<file path="src/codec_irq_pkg.sv">
// Constants for the codec interrupt request block
// Notes on behaviour
// - Four events can request an interrupt
// - Per-event enable bit in mask register
// - Per-event status bit readable by host
// - Corruption and end bits mirror pins inverted
// - End-of-image bit mirrors pin inverted, slave decompression
// - Active-video bit set after last active line
// - Two-pass: active-video only in first pass
// - Start clears status bits and event pins
// - Status valid regardless of enable bits
// - Enabled event asserts interrupt request low
// - Pending interrupt plus end enters service wait
// - Request holds until host reads status
// - Status read releases request, returns idle
// - Process counter modulo four on end bit fall (end pin rise)
// - Counter cleared only by reset, to one
package codec_irq_pkg;

	// ------------------------------------------------------------
	// Register addresses (internal ten-bit space)
	// ------------------------------------------------------------
	localparam logic [9:0] ADDR_INTERRUPT_ENABLE_MASK = 10'h03c;
	localparam logic [9:0] ADDR_INTERRUPT_EVENT_STATUS = 10'h03d;

	// ------------------------------------------------------------
	// Field positions
	// ------------------------------------------------------------
	localparam int BIT_DATA_CORRUPTION = 3;
	localparam int BIT_END_OF_PROCESS = 2;
	localparam int BIT_END_OF_IMAGE = 1;
	localparam int BIT_END_OF_ACTIVE_VIDEO = 0;
	localparam int BIT_COUNT_LO = 6;
	localparam int BIT_COUNT_HI = 7;

	// ------------------------------------------------------------
	// Reset values
	// ------------------------------------------------------------
	localparam logic [3:0] MASK_RESET = 4'h0;
	localparam logic [1:0] COUNT_RESET = 2'h1;

	// ------------------------------------------------------------
	// States
	// ------------------------------------------------------------
	typedef enum logic [2:0] {
		ST_IDLE = 3'b001,
		ST_BUSY = 3'b010,
		ST_SERVICE_WAIT = 3'b100
	} proc_state_e;

endpackage

</file>
<file path="src/codec_interrupt_request.sv">
// Interrupt request logic of the image codec
`timescale 1ns/1ps
module codec_interrupt_request (
	input wire logic i_ref_clk,
	input wire logic i_rst_n,
	input wire logic i_start,
	input wire logic i_data_corruption_event,
	input wire logic i_end_of_process_event,
	input wire logic i_end_of_image_event,
	input wire logic i_last_active_line_done,
	input wire logic i_two_pass_mode,
	input wire logic i_second_pass,
	input wire logic i_reg_wr,
	input wire logic i_reg_rd,
	input wire logic [9:0] i_reg_addr,
	input wire logic [7:0] i_reg_wdata,
	output logic [7:0] o_reg_rdata,
	output logic o_data_corruption_flag_n,
	output logic o_end_of_process_flag_n,
	output logic o_end_of_image_flag_n,
	output logic o_end_of_active_video_flag,
	output logic o_codec_irq_n,
	output logic o_service_wait_state,
	output logic o_idle,
	output logic o_start_taken,
	output logic [1:0] o_process_cycle_counter
);

	// ------------------------------------------------------------
	// Storage
	// ------------------------------------------------------------
	logic [3:0] interrupt_enable_mask;
	logic [3:0] status;
	logic [1:0] process_cycle_counter;
	logic irq;
	logic end_prev;
	codec_irq_pkg::proc_state_e state;
	logic status_read;
	logic start_ok;
	logic end_of_active_video_flag_event;
	logic [3:0] events;

	assign status_read = i_reg_rd && (i_reg_addr == codec_irq_pkg::ADDR_INTERRUPT_EVENT_STATUS);
	assign start_ok = i_start && (state == codec_irq_pkg::ST_IDLE);
	assign end_of_active_video_flag_event = i_last_active_line_done && !(i_two_pass_mode && i_second_pass);
	assign events = {i_data_corruption_event, i_end_of_process_event, i_end_of_image_event, end_of_active_video_flag_event};

	// ------------------------------------------------------------
	// Mask register
	// ------------------------------------------------------------
	always_ff @(posedge i_ref_clk or negedge i_rst_n) begin
		if (!i_rst_n) begin
			interrupt_enable_mask <= codec_irq_pkg::MASK_RESET;
		end else if (i_reg_wr && i_reg_addr == codec_irq_pkg::ADDR_INTERRUPT_ENABLE_MASK) begin
			interrupt_enable_mask <= i_reg_wdata[3:0];
		end
	end

	// ------------------------------------------------------------
	// Event status, cleared at start; set wins
	// ------------------------------------------------------------
	always_ff @(posedge i_ref_clk or negedge i_rst_n) begin
		if (!i_rst_n) begin
			status <= 4'h0;
		end else begin
			status <= ((start_ok) ? 4'h0 : status) | events;
		end
	end

	// ------------------------------------------------------------
	// Process counter on end-of-process rising edge of pin
	// ------------------------------------------------------------
	always_ff @(posedge i_ref_clk or negedge i_rst_n) begin
		if (!i_rst_n) begin
			end_prev <= 1'b0;
			process_cycle_counter <= codec_irq_pkg::COUNT_RESET;
		end else begin
			end_prev <= status[codec_irq_pkg::BIT_END_OF_PROCESS];
			if (end_prev && !status[codec_irq_pkg::BIT_END_OF_PROCESS]) begin
				process_cycle_counter <= process_cycle_counter + 2'h1;
			end
		end
	end

	// ------------------------------------------------------------
	// Interrupt request and state
	// ------------------------------------------------------------
	always_ff @(posedge i_ref_clk or negedge i_rst_n) begin
		if (!i_rst_n) begin
			irq <= 1'b0;
		end else if (|(events & interrupt_enable_mask)) begin
			irq <= 1'b1;
		end else if (status_read) begin
			irq <= 1'b0;
		end
	end

	always_ff @(posedge i_ref_clk or negedge i_rst_n) begin
		if (!i_rst_n) begin
			state <= codec_irq_pkg::ST_IDLE;
		end else begin
			case (state)
				codec_irq_pkg::ST_IDLE: begin
					if (i_start) begin
						state <= codec_irq_pkg::ST_BUSY;
					end
				end
				codec_irq_pkg::ST_BUSY: begin
					if (i_end_of_process_event) begin
						state <= (irq || |(events & interrupt_enable_mask)) ?
							codec_irq_pkg::ST_SERVICE_WAIT : codec_irq_pkg::ST_IDLE;
					end
				end
				codec_irq_pkg::ST_SERVICE_WAIT: begin
					if (status_read) begin
						state <= codec_irq_pkg::ST_IDLE;
					end
				end
				default: begin
					state <= codec_irq_pkg::ST_IDLE;
				end
			endcase
		end
	end

	// ------------------------------------------------------------
	// Read data and outputs
	// ------------------------------------------------------------
	always_ff @(posedge i_ref_clk or negedge i_rst_n) begin
		if (!i_rst_n) begin
			o_reg_rdata <= 8'h00;
		end else if (i_reg_addr == codec_irq_pkg::ADDR_INTERRUPT_ENABLE_MASK) begin
			o_reg_rdata <= {4'h0, interrupt_enable_mask};
		end else if (i_reg_addr == codec_irq_pkg::ADDR_INTERRUPT_EVENT_STATUS) begin
			o_reg_rdata <= {process_cycle_counter, 2'b00, status};
		end else begin
			o_reg_rdata <= 8'h00;
		end
	end

	assign o_data_corruption_flag_n = !status[codec_irq_pkg::BIT_DATA_CORRUPTION];
	assign o_end_of_process_flag_n = !status[codec_irq_pkg::BIT_END_OF_PROCESS];
	assign o_end_of_image_flag_n = !status[codec_irq_pkg::BIT_END_OF_IMAGE];
	assign o_end_of_active_video_flag = status[codec_irq_pkg::BIT_END_OF_ACTIVE_VIDEO];
	assign o_codec_irq_n = !irq;
	assign o_service_wait_state = (state == codec_irq_pkg::ST_SERVICE_WAIT);
	assign o_idle = (state == codec_irq_pkg::ST_IDLE);
	assign o_start_taken = start_ok;
	assign o_process_cycle_counter = process_cycle_counter;

endmodule // codec_interrupt_request

</file>
<file path="config.mk">
export PLATFORM = sky130hd
export DESIGN_NAME = codec_interrupt_request
export DESIGN_NICKNAME = d
export VERILOG_FILES = /design/src/codec_irq_pkg.sv /design/src/codec_interrupt_request.sv
export SDC_FILE = /design/constraint.sdc
export NUM_CORES = 1
export LEC_CHECK = 0
export ABC_AREA = 1
export BUFFER_PORTS_ARGS = -buffer_cell sky130_fd_sc_hd__buf_2
export CORE_MARGIN = 2
export CORE_UTILIZATION = 40
export CTS_CLUSTER_DIAMETER = 200
export CTS_CLUSTER_SIZE = 25
export DETAILED_ROUTE_END_ITERATION = 6
export GPL_TIMING_DRIVEN = 0
export PLACE_DENSITY = 0.71
export SYNTH_ARGS = -nofsm -noshare
export SYNTH_HDL_FRONTEND = slang
export SYNTH_SLANG_ARGS = --single-unit
</file>
<file path="constraint.sdc">
create_clock -name i_ref_clk -period 1.2 [get_ports i_ref_clk]
set_clock_uncertainty 0.05 [all_clocks]
set_input_delay 0.06 -clock i_ref_clk [delete_from_list [all_inputs] [get_ports i_ref_clk]]
set_output_delay 0.06 -clock i_ref_clk [all_outputs]
set_load 0.01 [all_outputs]
</file>
==> flow_metrics.tcl <==
set metrics [dict create \
    outcome "complete, but fails checks" \
    violations "setup timing" \
    cpMostUsedCell "inv_2" \
    min_period_over_period_pct 121 \
    drt_iter0_drc 21 \
    synth_warnings 0 \
    insertion_delay_ns 0.30 \
    die_h_um 53.4 \
    clkTransAtPathRegs_ns 0.11 \
    layout_common_cells "38 x buf_2, 25 x nand2_1, 20 x inv_1, 17 x dfrtp_1, 11 x dlygate4sd3_1" \
    syn_area_um2 975 \
    postRouteAntennaNets 0 \
    postSynthAreaPerCell_um2 8.63 \
    rsz0062_at_grt "true" \
    drcViolationCount 0 \
    yosysTopAreaCellShare_pct 48.8 \
    dr.pass1.iters 4 \
    critPathKind "reg -> out" \
    syn2layout_area_growth_pct 46.3 \
    die-area_mm2 0.00285 \
    fin_util_pct 63.3 \
    hold_path.class "in -> reg" \
    port_buffers 40 \
    syn_inst 113 \
    grt_pass1_wl_um 3690 \
    final_common_cell "buf_2" \
    placed_cell_area_mm2 0.00121 \
    dp_slack_ns -0.0343 \
    crit_family "flip-flops" \
    grt_max_degree 22 \
    drive_above_1_share_pct 39.4 \
    finalWorstSetupSlack_ns -0.255 \
    start_util_pct 43.2 \
    cp_slowest_cell "dfstp_2" \
    power.static_leakage_nw 0.816 \
    nNetsFinal 205 \
    gp_congestion 0.755 \
    hold_viol 0 \
    num_io_pins 47 \
    crit_buf_inv 3 \
    first_global_vias 908 \
    vias 942 \
    regArea_um2 531 \
    powerDensity_mw_per_mm2 1670 \
    wl_per_cell_um 11.1 \
    multi_input_area_um2 365 \
    fillers 198 \
    viasPerCell 4.64 \
    slew_viol_final 0 \
    htree_num_levels 1 \
    cts-root-buf "clkbuf_4" \
    yosysSeqAreaShare_pct 54.2 \
    clkSinkCount 21 \
    die_w_um 53.4 \
    dpl.hpwl_um 1580 \
    clock.fmax_ghz 0.687 \
    finalCriticalPeriod_ns 1.45 \
    crit_required_ns 1.09 \
    startpoint_type "flip-flop" \
    antenna_found_initial 0 \
    maxCapViolCount 0 \
    num_antenna_cells 0 \
    synth_area_leader_cell "dfrtp_1" \
    whs_ns 0.0189 \
    clock_path_buffers 2 \
    cts_tree "built" \
    cts_buffers 3 \
    ir_drop_v 0.000935 \
    yosys-top-cells-area "dfrtp_1 49%, nand2_1 10%, inv_1 8.1%" \
    endpoint_kind "output port" \
    critPathArrivalTime_ns 1.34 \
    fp.coreArea_mm2 0.00225 \
    ys_ff_latch 21 \
    cp_cell_sequence "inv_2 -> nor3_4 -> inv_2 -> nor2_4 -> buf_6" \
    routed_wl_um 2250 \
    grt_usage_pct 18.3 \
    grt_remaining_overflow 0 \
    fin_area_mm2 0.00143 \
    synth_cell_types 23 \
    cpPeakStageDelay_ns 0.56 \
    rows 17 \
    setup_viol 9 \
    critPathMaxFanout 2 \
]
[where the power goes]
| part | total, W | internal [W] | switching, W |
|---|---|---|---|
| Clock | 0.000333 | 0.000129 | 0.000203 |
| Combinational | 0.00104 | 0.000511 | 0.000530 |
| Sequential | 0.00101 | 0.000880 | 0.000127 |
[flip-flops by register name, indices dropped and copies added (netlist names)]
signal and count:
irq 1, interrupt_enable_mask 4, status 4, o_reg_rdata 6, state 3, end_prev 1, o_process_cycle_counter 2
[tightest hold or removal path: cells and delay by family]
kind | cells | cell delay [ns]
buf+inv | 1 | 0.07
simple gates | 2 | 0.11
compound gates | 1 | 0.07
[path summary, 6_finish.rpt]
check                                      end  cells after the start  slack, ns       startpoint
worst max-delay path             o_start_taken                      5      -0.25         state[0]
worst min-delay path                 status[0]                      4       0.02  i_two_pass_mode
worst max register to register       status[0]                      7      -0.19         state[0]
worst min register to register        end_prev                      0       0.34        status[2]
max in group asynchronous             state[0]                      2       0.58          i_rst_n
min in group asynchronous       o_reg_rdata[6]                      2       0.19          i_rst_n
[cell usage after synthesis]
cell / instances
a21oi_1: 1
and3_1: 1
buf_4: 2
conb_1: 1
dfrtp_1: 19
dfstp_2: 2
inv_1: 21
inv_2: 1
nand2_1: 27
nand2_2: 1
nand3_1: 4
nand4_1: 2
nand4_2: 1
nor2_1: 7
nor2_2: 3
nor2_4: 1
nor3_4: 1
nor3b_2: 1
o21a_1: 1
o21ai_0: 9
o21ai_1: 4
o21bai_1: 2
xor2_1: 1
[cell families (layout without fill, tap and decap cells)]
logic type      after synthesis  count (layout)  synth area share, %
simple gates                 49              49                 25.0
buf+inv                      24              85                 10.0
flops                        21              21                 54.2
compound gates               17              17                 9.50
other cells                   1               2                0.385
xor+xnor                      1               1                0.899
[stage by stage]
step,power (W),TNS (ns),std cells
2_1_floorplan,0.00145,-0.136,114
3_3_place_gp,0.00168,0,182
3_5_place_dp,0.00173,-0.0632,182
4_1_cts,0.00234,-1.83,203
5_1_grt,0.00254,-1.86,203
6_report,0.00238,-1.39,203
[cell type report]
cell class	count	share of cell area [%]
plain buffers	2	1.05
clock buffers	4	1.84
inverters	22	5.79
multi-input cells	69	25.6
flip-flops and latches	21	37.2
well taps	28	2.46
repair buffers	57	26.1
[timing repair]
item                       CTS  global route
setup endpoints to repair    8            10
pin swaps                    4             2
hold endpoints to repair    30             0
hold buffers                11             0
resized for setup            6             7
buffers inserted             6             1
[per-layer routing]
layer | vias to the layer above | global-route usage [%] | wire length (um)
met4 | 0 | 9.83 | 23
met5 | - | 0 | 0
li1 | 474 | - | -
met2 | 37 | 34.4 | 1170
met3 | 2 | 2.82 | 119
met1 | 429 | 19.0 | 933
(Power assumes the default switching activity.)
